<file path="src/hdl/bbd_consts.svh">
// timing counts, opcode patterns and reset values of the branch/bit/control decoder
`ifndef BBD_CONSTS_SVH
`define BBD_CONSTS_SVH

`define BBD_PC_W          12
`define BBD_RESET_PC      12'h000
`define BBD_STACK_DEPTH   6

// instruction lengths in bytes
`define BBD_SHORT_BYTES   12'h001
`define BBD_BITTEST_BYTES 12'h003
`define BBD_BITOP_BYTES   12'h002
`define BBD_LONG_BYTES    12'h002
`define BBD_CTRL_BYTES    12'h001

// reach offsets of the two relative forms, added before the signed displacement
`define BBD_SHORT_BIAS    12'h001
`define BBD_BITTEST_BIAS  12'h002

// last cycle index of each instruction (cycle count minus one)
`define BBD_LAST_SHORT    3'h1
`define BBD_LAST_BITTEST  3'h4
`define BBD_LAST_BITOP    3'h3
`define BBD_LAST_LONG     3'h3
`define BBD_LAST_CTRL     3'h1

// low bits of the opcode that select each group
`define BBD_LO3_NONZERO   3'h0
`define BBD_LO3_ZERO      3'h4
`define BBD_LO3_NOCARRY   3'h2
`define BBD_LO3_CARRY     3'h6
`define BBD_LO4_CALL      4'h1
`define BBD_LO4_JUMP      4'h9
`define BBD_LO4_BITTEST   4'h3
`define BBD_LO4_BITOP     4'hb
`define BBD_LO4_HOLE      4'h5

// whole control opcodes
`define BBD_OP_IRET       8'h4d
`define BBD_OP_STOP       8'h6d
`define BBD_OP_NOP        8'had
`define BBD_OP_RET        8'hcd
`define BBD_OP_WAIT       8'hed

// lone illegal codes outside the low-nibble-5 hole
`define BBD_OP_ILL_A      8'h77
`define BBD_OP_ILL_B      8'h97
`define BBD_OP_ILL_C      8'hf7

`endif

</file>
<file path="src/hdl/bbd_pkg.sv">
// types shared by the branch/bit/control decoder and its environment
`include "bbd_consts.svh"

package bbd_pkg;

  typedef enum logic [1:0] {
    BBD_RUN,
    BBD_WAITING,
    BBD_STOPPED
  } bbd_mode_t;

  typedef struct packed {
    logic [7:0] addr;
    logic [7:0] wdata;
    logic       we;
  } bbd_dm_req_t;

  typedef struct packed {
    logic load;
    logic z;
    logic c;
  } bbd_flag_ld_t;

  typedef struct packed {
    bbd_mode_t                                   mode;
    logic                                        wait_mode;
    logic                                        stop_mode;
    logic [2:0]                                  cnt;
    logic [`BBD_PC_W-1:0]                        pc;
    logic [7:0]                                  op;
    logic [7:0]                                  disp;
    logic [`BBD_STACK_DEPTH-1:0][`BBD_PC_W-1:0]  stack;
    logic                                        flag_z;
    logic                                        flag_c;
    logic [`BBD_PC_W-1:0]                        pm_addr;
    bbd_dm_req_t                                 dm;
    logic                                        illegal_op;
    logic                                        foreign_op;
    logic                                        done;
  } bbd_state_t;

endpackage : bbd_pkg

</file>
<file path="src/hdl/bbd_decoder.sv">
// sequencer for conditional branch, bit set/clear, control and jump/call instructions
`timescale 1ns/100ps

module bbd_decoder (
  input  wire logic                  sys_clk,
  input  wire logic                  sys_rst,
  input  wire logic [7:0]            pm_rdata,
  output logic [`BBD_PC_W-1:0]       pm_addr,
  input  wire logic [7:0]            dm_rdata,
  output bbd_pkg::bbd_dm_req_t       dm_req,
  input  wire bbd_pkg::bbd_flag_ld_t flag_ld,
  input  wire logic                  shadow_z,
  input  wire logic                  shadow_c,
  input  wire logic                  wdg_sel,
  input  wire logic                  wake,
  output logic                       flag_z,
  output logic                       flag_c,
  output logic                       wait_mode,
  output logic                       stop_mode,
  output logic                       illegal_op,
  output logic                       foreign_op,
  output logic                       insn_done
);

  bbd_pkg::bbd_state_t r;
  bbd_pkg::bbd_state_t n;

  logic [2:0]            last;
  logic [`BBD_PC_W-1:0]  seq_pc;
  logic [`BBD_PC_W-1:0]  short_tgt;
  logic [`BBD_PC_W-1:0]  test_tgt;
  logic [2:0]            bit_sel;
  logic                  tested;
  logic                  is_short;
  logic                  short_cond;
  logic                  is_illegal;
  logic                  is_ctrl;

  always_comb
  begin
    bit_sel    = {r.op[5], r.op[6], r.op[7]};
    tested     = dm_rdata[bit_sel];
    short_tgt  = r.pc + `BBD_SHORT_BIAS + {{7{r.op[7]}}, r.op[7:3]};
    test_tgt   = r.pc + `BBD_BITTEST_BIAS + {{4{r.disp[7]}}, r.disp};
    is_short   = (r.op[0] == 1'b0);
    case (r.op[2:0])
      `BBD_LO3_NONZERO: short_cond = !r.flag_z;
      `BBD_LO3_ZERO:    short_cond = r.flag_z;
      `BBD_LO3_NOCARRY: short_cond = !r.flag_c;
      default:          short_cond = r.flag_c;
    endcase
    is_illegal = ((r.op[3:0] == `BBD_LO4_HOLE) && !r.op[4]) || (r.op == `BBD_OP_ILL_A)
                 || (r.op == `BBD_OP_ILL_B) || (r.op == `BBD_OP_ILL_C);
    is_ctrl    = (r.op == `BBD_OP_IRET) || (r.op == `BBD_OP_STOP) || (r.op == `BBD_OP_NOP)
                 || (r.op == `BBD_OP_RET) || (r.op == `BBD_OP_WAIT);
    if (is_short)
    begin
      last   = `BBD_LAST_SHORT;
      seq_pc = r.pc + `BBD_SHORT_BYTES;
    end
    else if (r.op[3:0] == `BBD_LO4_BITTEST)
    begin
      last   = `BBD_LAST_BITTEST;
      seq_pc = r.pc + `BBD_BITTEST_BYTES;
    end
    else if (r.op[3:0] == `BBD_LO4_BITOP)
    begin
      last   = `BBD_LAST_BITOP;
      seq_pc = r.pc + `BBD_BITOP_BYTES;
    end
    else if ((r.op[3:0] == `BBD_LO4_CALL) || (r.op[3:0] == `BBD_LO4_JUMP))
    begin
      last   = `BBD_LAST_LONG;
      seq_pc = r.pc + `BBD_LONG_BYTES;
    end
    else
    begin
      // control, illegal and other-group opcodes all step over one byte
      last   = `BBD_LAST_CTRL;
      seq_pc = r.pc + `BBD_CTRL_BYTES;
    end
  end

  always_comb
  begin
    n            = r;
    n.dm.we      = 1'b0;
    n.illegal_op = 1'b0;
    n.foreign_op = 1'b0;
    n.done       = 1'b0;
    case (r.mode)
      bbd_pkg::BBD_RUN:
      begin
        n.cnt = r.cnt + 3'h1;
        if (r.cnt == 3'h0)
        begin
          n.op      = pm_rdata;
          n.pm_addr = r.pc + 12'h001;
        end
        else if (r.cnt == 3'h1)
        begin
          // second byte: a data-space address or the low target byte
          n.dm.addr = pm_rdata;
          n.disp    = pm_rdata;
          n.pm_addr = r.pc + 12'h002;
        end
        else if ((r.cnt == 3'h2) && (r.op[3:0] == `BBD_LO4_BITTEST))
        begin
          // only the bit test owns a third byte; jump/call must keep their low target byte
          n.disp = pm_rdata;
        end
        if ((r.cnt != 3'h0) && (r.cnt == last))
        begin
          n.cnt     = 3'h0;
          n.done    = 1'b1;
          n.pc      = seq_pc;
          if (is_short)
          begin
            if (short_cond)
            begin
              n.pc = short_tgt;
            end
          end
          else if (r.op[3:0] == `BBD_LO4_BITTEST)
          begin
            n.flag_c = tested;
            if (tested == r.op[4])
            begin
              n.pc = test_tgt;
            end
          end
          else if (r.op[3:0] == `BBD_LO4_BITOP)
          begin
            // read-modify-write; the write lands while the address is still held
            n.dm.wdata          = dm_rdata;
            n.dm.wdata[bit_sel] = r.op[4];
            n.dm.we             = 1'b1;
          end
          else if ((r.op[3:0] == `BBD_LO4_CALL) || (r.op[3:0] == `BBD_LO4_JUMP))
          begin
            n.pc = {r.op[7:4], r.disp};
            if (r.op[3:0] == `BBD_LO4_CALL)
            begin
              // a full stack loses its oldest entry
              n.stack = {r.stack[`BBD_STACK_DEPTH-2:0], seq_pc};
            end
          end
          else if ((r.op == `BBD_OP_RET) || (r.op == `BBD_OP_IRET))
          begin
            n.pc    = r.stack[0];
            n.stack = {r.stack[0], r.stack[`BBD_STACK_DEPTH-1:1]};
            if (r.op == `BBD_OP_IRET)
            begin
              n.flag_z = shadow_z;
              n.flag_c = shadow_c;
            end
          end
          else if ((r.op == `BBD_OP_STOP) && !wdg_sel)
          begin
            n.mode      = bbd_pkg::BBD_STOPPED;
            n.stop_mode = 1'b1;
          end
          else if ((r.op == `BBD_OP_WAIT) || (r.op == `BBD_OP_STOP))
          begin
            n.mode      = bbd_pkg::BBD_WAITING;
            n.wait_mode = 1'b1;
          end
          else if (is_illegal)
          begin
            n.illegal_op = 1'b1;
          end
          else if (!is_ctrl)
          begin
            n.foreign_op = 1'b1;
          end
          n.pm_addr = n.pc;
        end
      end
      default:
      begin
        if (wake)
        begin
          n.mode      = bbd_pkg::BBD_RUN;
          n.wait_mode = 1'b0;
          n.stop_mode = 1'b0;
        end
      end
    endcase
    // an external flag load loses to an instruction's own flag update that changes z or c
    if (flag_ld.load && (n.flag_z == r.flag_z) && (n.flag_c == r.flag_c))
    begin
      n.flag_z = flag_ld.z;
      n.flag_c = flag_ld.c;
    end
  end

  always_ff @(posedge sys_clk)
  begin
    if (sys_rst)
    begin
      r            <= '0;
      r.mode       <= bbd_pkg::BBD_RUN;
      r.pc         <= `BBD_RESET_PC;
      r.pm_addr    <= `BBD_RESET_PC;
    end
    else
    begin
      r <= n;
    end
  end

  assign pm_addr    = r.pm_addr;
  assign dm_req     = r.dm;
  assign flag_z     = r.flag_z;
  assign flag_c     = r.flag_c;
  assign wait_mode  = r.wait_mode;
  assign stop_mode  = r.stop_mode;
  assign illegal_op = r.illegal_op;
  assign foreign_op = r.foreign_op;
  assign insn_done  = r.done;

endmodule : bbd_decoder

</file>
<file path="config.mk">
export PLATFORM = sky130hd
export DESIGN_NAME = bbd_decoder
export DESIGN_NICKNAME = d
export VERILOG_FILES = /design/src/hdl/bbd_pkg.sv /design/src/hdl/bbd_decoder.sv
export VERILOG_INCLUDE_DIRS = /design/src /design/src/hdl
export SDC_FILE = /design/constraint.sdc
export NUM_CORES = 1
export LEC_CHECK = 0
export BUFFER_PORTS_ARGS = -buffer_cell sky130_fd_sc_hd__buf_2
export CAP_MARGIN = 0
export CORE_AREA = 4 4 130 132
export CTS_CLUSTER_DIAMETER = 200
export DETAILED_ROUTE_END_ITERATION = 10
export DIE_AREA = 0 0 134 136
export PLACE_DENSITY = 0.78
export SLEW_MARGIN = 20
export SYNTH_ARGS = -nofsm -noshare
export SYNTH_HDL_FRONTEND = slang
export SYNTH_SLANG_ARGS = --single-unit
</file>
<file path="constraint.sdc">
create_clock -name sys_clk -period 4.8 [get_ports sys_clk]
set_clock_uncertainty 0.05 [all_clocks]
set_input_delay 0.72 -clock sys_clk [delete_from_list [all_inputs] [get_ports sys_clk]]
set_output_delay 0.72 -clock sys_clk [all_outputs]
set_load 0.03 [all_outputs]
</file>
=== Word level (Yosys, flattened, before mapping) ===
Index checks and enable logic that the tools add are counted.
Widths: inputs -> output; s select.

* Input bits: 25
* Register bits: 141
* Logic and storage cells: 173
* Output and inout bits: 36

* Equal/unequal tests: 32
* Magnitude comparators: 2
* $add $sub $neg: 6
* Reduce and logical (&&, ||, !) cells: 43
* Multiplexer cells: 62
* Bitwise operators: 6

{| class="wikitable"
|+ Operators with widths
! kind !! count
|-
| $mux 12 || 13
|-
| $mux 72 || 2
|-
| $mux 74 || 1
|-
| $eq 8x8->1 const B || 5
|-
| $mux 34 || 1
|-
| $mux 4 || 7
|-
| $mux 2 || 13
|-
| $add 12x12->12 || 2
|-
| $add 12x2->12 const B || 2
|-
| $eq 8x7->1 const B || 3
|-
| $mux 8 || 3
|-
| $mux 11 || 2
|-
| $mux 20 || 1
|-
| $ne 2x2->1 const B || 10
|-
| $mux 19 || 1
|-
| $reduce_and 8->1 || 2
|-
| $mux 14 || 1
|-
| $add 12x1->12 const B || 1
|-
| $reduce_or 11->1 || 1
|-
| $logic_or 1x1->1 || 10
|-
| $reduce_or 10->1 || 1
|-
| $mux 1 || 9
|-
| $mux 3 || 3
|-
| $mux 9 || 1
|-
| other kinds (31) || 56
|}

=== Logic depth before layout (Yosys ltp) ===
Gate-level depths: netlist (run 1).

* Depth in word-level cells: 20
* Depth in mapped cells: 14
* Gate-level depth less buffers: 12

=== Least setup slack after synthesis (run 1) ===
Ideal clock, no wire load.

* Kind: register to register
* Start: register r[122] in the netlist's numbering
* End: register r[132] in the netlist's numbering
* Period minus slack after synthesis: 3.105 ns
* Data required time: 4.602 ns
* Path buffers: 1
* Library setup time: 0.148 ns
* Slack: 1.695 ns
* Stages on the path, launching flop included: 13
* Data arrival time: 2.907 ns
* Path through: dfxtp_1 -> clkbuf_1 -> inv_1 -> ha_1 -> fa_1 -> a21o_1 -> a211oi_1 -> o21ai_0 -> a41oi_1 -> xor2_1 -> o221ai_1 -> a31oi_1 -> a211oi_1

* Word-level cells in the longest chain between the ends: 10
* Elaborated cells on any way between the ends: 16
* Those cells by class: add/sub: 5; mux: 11

{| class="wikitable"
|+ RTL lines
! element !! line !! source
|-
| from (decl) || bbd_decoder.sv:25 || <nowiki>bbd_pkg::bbd_state_t r;</nowiki>
|-
| from (signal assigned) || bbd_decoder.sv:208 || <nowiki>r <= n;</nowiki>
|-
| branches (longest 9 deep; another with $add 12x2->12) || -- ||
|-
| $mux 12 (*) || bbd_decoder.sv:117 || <nowiki>if (is_short)</nowiki>
|}

Mark *: on every way between the ends.
A chain may end at the register's enable or synchronous reset.

=== Final worst setup path (run 1) ===
* Start: register r[135] in the netlist's numbering
* End: register r[76] in the netlist's numbering

* Word-level cells in the longest chain between the ends: 3
* Elaborated cells on any way between the ends: 4
* Those cells by class: eq/ne: 1; reduce/logical: 3

{| class="wikitable"
|+ RTL lines
! element !! line !! source
|-
| $eq 3x3->1 / $reduce_bool 3->1 (equally long branches) || bbd_decoder.sv:112 || <nowiki>if ((r.cnt != 3'h0) && (r.cnt == last))</nowiki>
|-
| $logic_and 1x1->1 (*) || bbd_decoder.sv:112 ||
|-
| $reduce_and 7->1 (no line) (*) || -- ||
|}

Mark *: on every way between the ends. The rest lies on a longest branch, timed or not.

==> results.py, run 1 <==
metrics = {
    "run_status": {
        "status": "completed",
    },
    "synthesis": {
        "yosys.area.top_type": "dfxtp_1",
        "synth_top_cells_by_area": "dfxtp_1, a211oi_2, a22oi_1",
        "synth.net_count": 1156,
        "synth.distinct_cells": 81,
        "avgSynthCellArea_um2": 8.54,
        "synthCells": 1096,
        "synth_commonest_cells": "nor2_1, dfxtp_1, a22oi_1",
        "synth_top_area_share_pct": 30.1,
        "synth.most_common_cell": "nor2_1",
        "yosysWarnings": 0,
        "seq_area_frac_synth_pct": 30.1,
        "synth_seq_cells": 141,
        "synth_edf_count": 0,
        "ys_async_sr_fraction_pct": 0,
        "ys_dominant_reg_cell": "dfxtp_1",
        "syn_area_mm2": 0.00936,
    },
    "floorplan": {
        "dieArea_mm2": 0.0182,
        "row_count": 46,
        "initial_core_util_pct": 59.6,
        "die_w_um": 134,
        "dieHeight_um": 136,
        "ios": 61,
        "core_mm2": 0.0157,
    },
    "worst_hold_path": {
        "worstHoldPathCells": 2,
        "hp-class": "reg2reg",
    },
    "timing": {
        "finalHoldViolCount": 0,
        "tightest_slew_ps": 1040,
        "rsz0062_at_grt": "no",
        "slew_headroom_pct": 29.5,
        "fin_hold_ws_ps": 407,
        "fin_tns_setup_ps": 0,
        "slew_viol_final": 0,
        "fin_ws_ps": 989,
        "finalSetupViolCount": 0,
        "finalCriticalPeriod_ps": 3810,
        "finalCritPeriodShare_pct": 79.4,
        "max_freq_mhz": 262,
    },
    "cts": {
        "cts_buffers": 17,
        "clkSinkCount": 141,
        "clk_pin_slew_ps": 60,
        "cts_buffer_depth": 2,
        "ctsRootBufferMaster": "clkbuf_16",
        "post_cts_buffers": 0,
        "ctsHoldBuffers": 0,
        "cts_tree": "done",
        "h-tree-depth": 4,
        "cts_resized": 0,
        "insertion_delay_ps": 430,
    },
    "finish": {
        "drive_gt1_share_pct": 20.0,
        "ff_latch_area_mm2": 0.00282,
        "layout.nets": 1139,
        "finalCoreUtilization_pct": 63.8,
        "syn_to_final_growth_pct": 7.14,
        "nFillCells": 1299,
        "antennaDiodeCount": 0,
        "multi_input_area_mm2": 0.00578,
        "stdcell_count": 1308,
        "final_area_mm2": 0.0100,
    },
    "setup_path": {
        "worstPathArrival_ps": 4100,
        "worstSetupStartpointType": "register",
        "endpoint_kind": "register",
        "crit_chain": "inv_1 > ha_1 > or3b_1 > o31ai_4 > o2111ai_4 > a21oi_4 > buf_4 > nor2_1 > a211oi_2",
        "cp_max_fo": 19,
        "slowest_stage": "a21oi_4",
        "critPathMaxStageDelay_ps": 650,
        "worst_ep_required_time_ps": 5090,
        "path_class": "reg2reg",
        "reg2regPathDepth": 9,
    },
    "pwr": {
        "power_mw": 5.63,
        "cellLeakagePower_nw": 3.50,
        "p_per_area_mw_per_mm2": 561,
        "ir_drop_mv": 0.375,
    },
    "route": {
        "totalWireLength_mm": 26.2,
        "viasPerCell": 6.63,
        "num_vias": 8670,
        "routedWlPerCell_um": 20.0,
        "first_iter_violations": 1105,
        "drc": 0,
        "dr.pass1.iters": 6,
        "antenna_left": 0,
    },
    "grt": {
        "grt_max_degree": 85,
        "grt_usage_pct": 28.3,
        "first_global_vias": 7997,
        "overflow": 0,
        "antenna_found_initial": 0,
        "grt_pass1_wl_mm": 41.4,
    },
    "placed_design": {
        "gp_congestion": 1.07,
        "port_buffers": 60,
        "post-dp-hpwl_mm": 18.1,
        "post-place-cells": 1276,
        "dpl-instance-area_mm2": 0.00947,
        "dp_slack_ps": 1060,
    },
    "job": {
        "cap_violations": 0,
    },
}
==> area by class of cell <==
cell class | instances | area share, %
multi-input cells | 816 | 57.6
flip-flops and latches | 141 | 28.1
repair buffers | 85 | 5.30
clock buffers | 20 | 4.45
well taps | 216 | 2.69
clock inverters | 12 | 1.15
inverters | 18 | 0.674
==> power breakdown <==
| part | switching, mW | internal [mW] |
|---|---|---|
| clock network | 0.544 | 0.731 |
| registers | 0.331 | 1.38 |
| logic | 1.69 | 0.953 |
==> kinds of logic (layout without fill, tap and decap cells) <==
| family | count (synthesis) | after routing | share of synthesized area, % |
|---|---|---|---|
| flops | 141 | 141 | 30.1 |
| buf+inv | 139 | 135 | 8.26 |
| fa+ha+maj | 35 | 35 | 4.84 |
| xor+xnor | 45 | 45 | 4.29 |
| simple gates | 345 | 345 | 17.5 |
| compound gates | 360 | 360 | 31.6 |
| mux | 31 | 31 | 3.39 |
==> worst max-delay path: cells and delay by family (launching register included) <==
kind / cells / cell delay [ps]
buffers and inverters: 2 / 470
adder cells (fa/ha/maj): 1 / 480
flip-flops: 1 / 610
AO/OA/AOI/OAI: 4 / 1500
AND/OR/NAND/NOR: 2 / 600
==> state kept, by name, summed over array words and instances, names as in the netlist <==
| register | cells |
|---|---|
| wait_mode | 1 |
| insn_done | 1 |
| illegal_op | 1 |
| pm_addr | 12 |
| r | 102 |
| flag_c | 1 |
| flag_z | 1 |
| bit_sel | 3 |
| dm_req | 17 |
| stop_mode | 1 |
| foreign_op | 1 |
==> routing by layer <==
metal,track usage (%),vias to the layer above,share of wire [%]
met5,0,-,0
met4,13.3,0,4.6
met3,8.07,127,11
met2,44.6,508,44
met1,35.8,4041,40
li1,-,3994,-
==> final timing paths <==
| kind | from | slack [ps] | end |
|---|---|---|---|
| min reg2reg | dm_req[14] | 410 | dm_req[14] |
| min | dm_req[14] | 410 | dm_req[14] |
| max reg2reg | r[135] | 990 | r[76] |
| max | r[135] | 990 | r[76] |
==> cells in the final DEF, fill, tap and decap left out, drive strengths merged, types with 11 or more instances in the layout <==
| cell | n |
|---|---|
| nor2 | 154 |
| dfxtp | 141 |
| a211oi | 91 |
| a22oi | 85 |
| buf | 85 |
| nand2 | 61 |
| a21oi | 60 |
| o21ai | 35 |
| ha | 33 |
| nor3 | 29 |
| mux2i | 28 |
| xnor2 | 27 |
| nand3 | 23 |
| inv | 20 |
| clkbuf | 20 |
| xor2 | 18 |
| o22ai | 13 |
| a21o | 11 |
Note: power is estimated with default switching activity, not from simulation.
==> inputs of run 2 (changes only) <==
--- a/config.mk
+++ b/config.mk
@@ -6,12 +6,13 @@
 export SDC_FILE = /design/constraint.sdc
 export NUM_CORES = 1
 export LEC_CHECK = 0
+export ABC_AREA = 1
 export BUFFER_PORTS_ARGS = -buffer_cell sky130_fd_sc_hd__buf_2
 export CAP_MARGIN = 0
-export CORE_AREA = 4 4 130 132
+export CORE_AREA = 4 4 131 133
 export CTS_CLUSTER_DIAMETER = 200
 export DETAILED_ROUTE_END_ITERATION = 10
-export DIE_AREA = 0 0 134 136
+export DIE_AREA = 0 0 135 137
 export PLACE_DENSITY = 0.78
 export SLEW_MARGIN = 20
 export SYNTH_ARGS = -nofsm -noshare
==> constraint.sdc (replaced) <==
create_clock -name sys_clk -period 3.9 [get_ports sys_clk]
set_clock_uncertainty 0.05 [all_clocks]
set_input_delay 0.585 -clock sys_clk [delete_from_list [all_inputs] [get_ports sys_clk]]
set_output_delay 0.585 -clock sys_clk [all_outputs]
set_load 0.03 [all_outputs]
==> run 2 against run 1 <==
Compared with the run above:
- clock power grew 27%
- synthesized area grew 0.88%
- maximum frequency grew 13%
- die area grew 1.5%
- via count is 15% higher
- worst setup slack worse by 450 ps
- wire length increased by 9.6%
- critical path depth grew 8
- register-to-register slack worse by 450 ps
- combinational power decreased by 7%
- clock-buffer cell count is 1 lower
- design area increased by 1.2%
- critical path type unchanged
- largest power group unchanged
- highest routed layer unchanged
==> results.py, run 2 <==
metrics = {
    "placed_design": {
        "port_buffers": 60,
        "post-dp-hpwl_mm": 20.8,
        "gp_congestion": 1.09,
        "dp_slack_ps": 530,
    },
    "cts": {
        "cts_tree": "done",
        "h-tree-depth": 4,
        "clkSinkCount": 141,
        "post_cts_buffers": 0,
        "cts_buffer_depth": 2,
        "clk_pin_slew_ps": 70,
        "insertion_delay_ps": 440,
        "cts_buffers": 17,
        "ctsRootBufferMaster": "clkbuf_16",
    },
    "setup_path": {
        "reg2regPathDepth": 17,
        "critPathLaunch": "r[125]",
        "slowest_stage": "dfxtp_1",
        "worst_ep_required_time_ps": 4170,
        "crit_chain": "nand2_1 > nor2_2 > nand2_1 > inv_1 > nand2_1 > nand2_1 > inv_1 > ha_1 > nand2_1 > nor3_1 > nand3_1 > nand3_1 > nor2_1 > o21ai_0 > nand3_1 > a21oi_1 > nor2_1",
        "rrSetupSlack_ps": 540,
        "timing.rr.start": "r[125]",
        "path_class": "reg2reg",
        "cp_max_fo": 8,
        "critPathMaxStageDelay_ps": 480,
        "endpoint_kind": "register",
        "worstPathArrival_ps": 3640,
        "worstSetupStartpointType": "register",
        "r2r-end": "pm_addr[10]",
        "crit_top_cell": "nand2_1",
    },
    "synthesis": {
        "yosys.area.top_type": "dfxtp_1",
        "ys_async_sr_fraction_pct": 0,
        "synth_seq_cells": 141,
        "synth.net_count": 1537,
        "seq_area_frac_synth_pct": 29.9,
        "synth_commonest_cells": "nand2_1, inv_1, a21oi_1",
        "ys_dominant_reg_cell": "dfxtp_1",
        "synth_top_area_share_pct": 29.9,
        "syn_area_mm2": 0.00945,
        "avgSynthCellArea_um2": 6.39,
        "yosysWarnings": 0,
        "synth_top_cells_by_area": "dfxtp_1, nand2_1, inv_1",
        "synth.distinct_cells": 40,
        "synth_edf_count": 0,
        "synth.most_common_cell": "nand2_1",
        "synthCells": 1477,
    },
    "pwr": {
        "intPower_mw": 3.23,
        "switchingPower_mw": 2.63,
        "swShare_pct": 44.9,
        "combPwrFrac_pct": 41.9,
        "cellLeakagePower_nw": 4.53,
        "seqPwrFrac_pct": 30.4,
        "ir_drop_mv": 0.523,
        "clkPwrFrac_pct": 27.8,
        "p_per_area_mw_per_mm2": 578,
    },
    "finish": {
        "multi_input_area_mm2": 0.00525,
        "finalCoreUtilization_pct": 64.1,
        "regMostFlops": "r",
        "antennaDiodeCount": 0,
        "ff_latch_area_mm2": 0.00282,
        "final_common_cell": "nand2_1",
        "layout.nets": 1530,
        "drive_gt1_share_pct": 8.50,
        "syn_to_final_growth_pct": 7.43,
        "largest_reg_flops": 102,
        "nFillCells": 1534,
        "final_cell_mix": "nand2_1, inv_1, a21oi_1",
    },
    "grt": {
        "first_global_vias": 8889,
        "antenna_found_initial": 0,
        "grt_max_degree": 81,
        "grt_pass1_wl_mm": 46.0,
        "grt_usage_pct": 31.4,
        "overflow": 0,
    },
    "timing": {
        "finalCritPeriodShare_pct": 86.2,
        "finalCriticalPeriod_ps": 3360,
        "fin_ws_ps": 539,
        "slew_viol_final": 0,
        "fin_tns_setup_ps": 0,
        "finalHoldViolCount": 0,
        "fin_hold_ws_ps": 320,
        "max_freq_mhz": 297,
        "slew_headroom_pct": 43.8,
        "rsz0062_at_grt": "no",
        "finalSetupViolCount": 0,
        "tightest_slew_ps": 844,
    },
    "route": {
        "first_iter_violations": 1085,
        "dr.pass1.iters": 6,
        "drc": 0,
        "routedWlPerCell_um": 16.9,
        "antenna_left": 0,
        "num_vias": 9997,
        "viasPerCell": 5.89,
        "totalWireLength_mm": 28.7,
    },
    "floorplan": {
        "die_w_um": 135,
        "initial_core_util_pct": 59.7,
        "ios": 61,
        "dieArea_mm2": 0.0185,
        "core_mm2": 0.0158,
        "row_count": 46,
        "dieHeight_um": 137,
    },
    "run_status": {
        "status": "completed",
    },
    "worst_hold_path": {
        "worstHoldPathCells": 3,
        "hp-class": "in2reg",
        "hold_end": "flag_c",
        "hold_start": "flag_ld[0]",
    },
    "job": {
        "cap_violations": 0,
    },
}
## run 2: cell count changes after synthesis, moves of 85 or more
cell	before	now
a22oi_1	85	0
nand3_1	23	108
inv_1	18	202
nand2_1	60	290
o21ai_0	32	127
a21oi_1	57	142
## run 2: worst max-delay path by stage
stage	endpoint	depth (start not counted)
6_report	pm_addr[10]	17
5_1_grt	pm_addr[10]	17
4_1_cts	pm_addr[10]	17
3_5_place_dp	pm_addr[10]	17
3_3_place_gp	pm_addr[10]	17
2_1_floorplan	r[131]	21
## run 2: power by group through the flow
| stage | Sequential [mW] | Combinational (mW) | Clock (mW) |
|---|---|---|---|
| after floorplan | 1.73 | 1.80 | 0 |
| after global placement | 1.80 | 2.36 | 0 |
| after detailed placement | 1.80 | 2.37 | 0 |
| after CTS | 1.77 | 2.39 | 1.64 |
| after global routing | 1.80 | 2.70 | 1.71 |
| final | 1.78 | 2.46 | 1.63 |
## run 2: logic make-up after synthesis
kind of cell               Yosys count  synth area share (%)
xor gates and xnor gates            14                  1.30
and+or+nand+nor                    551                  24.7
AOI/OAI and AO/OA                  425                  24.6
buffers and inverters              311                  14.7
adders and majority gates           35                  4.80
DFF                                141                  29.9
## run 2: what timing repair did
item | in CTS | in global routing
resized for setup | 0 | 1
hold buffers | 0 | 0
endpoints found under the setup margin | 0 | 1
## run 2: worst max-delay path: cells and delay by family (launching register included)
family                   cells  cell delay [ps]
flip-flops                   1              480
adder cells (fa/ha/maj)      1              380
AO/OA/AOI/OAI                2              410
buffers and inverters        2              230
AND/OR/NAND/NOR             12             1690
## run 2: final cells by class
| type | count | area share, % |
|---|---|---|
| multi-input cells | 1025 | 51.7 |
| flip-flops and latches | 141 | 27.8 |
| repair buffers | 75 | 4.32 |
| well taps | 216 | 2.66 |
| clock buffers | 19 | 4.46 |
| clock inverters | 12 | 1.22 |
| inverters | 210 | 7.79 |
## run 2: per-layer routing
layer	GRT usage, %	routed length, µm	part of all wire, %
met1	42.6	12200	43
met2	49.2	12900	45
met3	5.70	2460	8.6
met4	13.8	1130	3.9
met5	0	0	0
## run 2: stage by stage
step | cell area (µm²) | power (mW) | std cells
floorplan | 9450 | 3.53 | 1477
global placement | 9570 | 4.16 | 1667
detailed placement | 9570 | 4.17 | 1667
CTS | 10100 | 5.80 | 1698
global route | 10100 | 6.20 | 1698
finish | 10100 | 5.86 | 1698
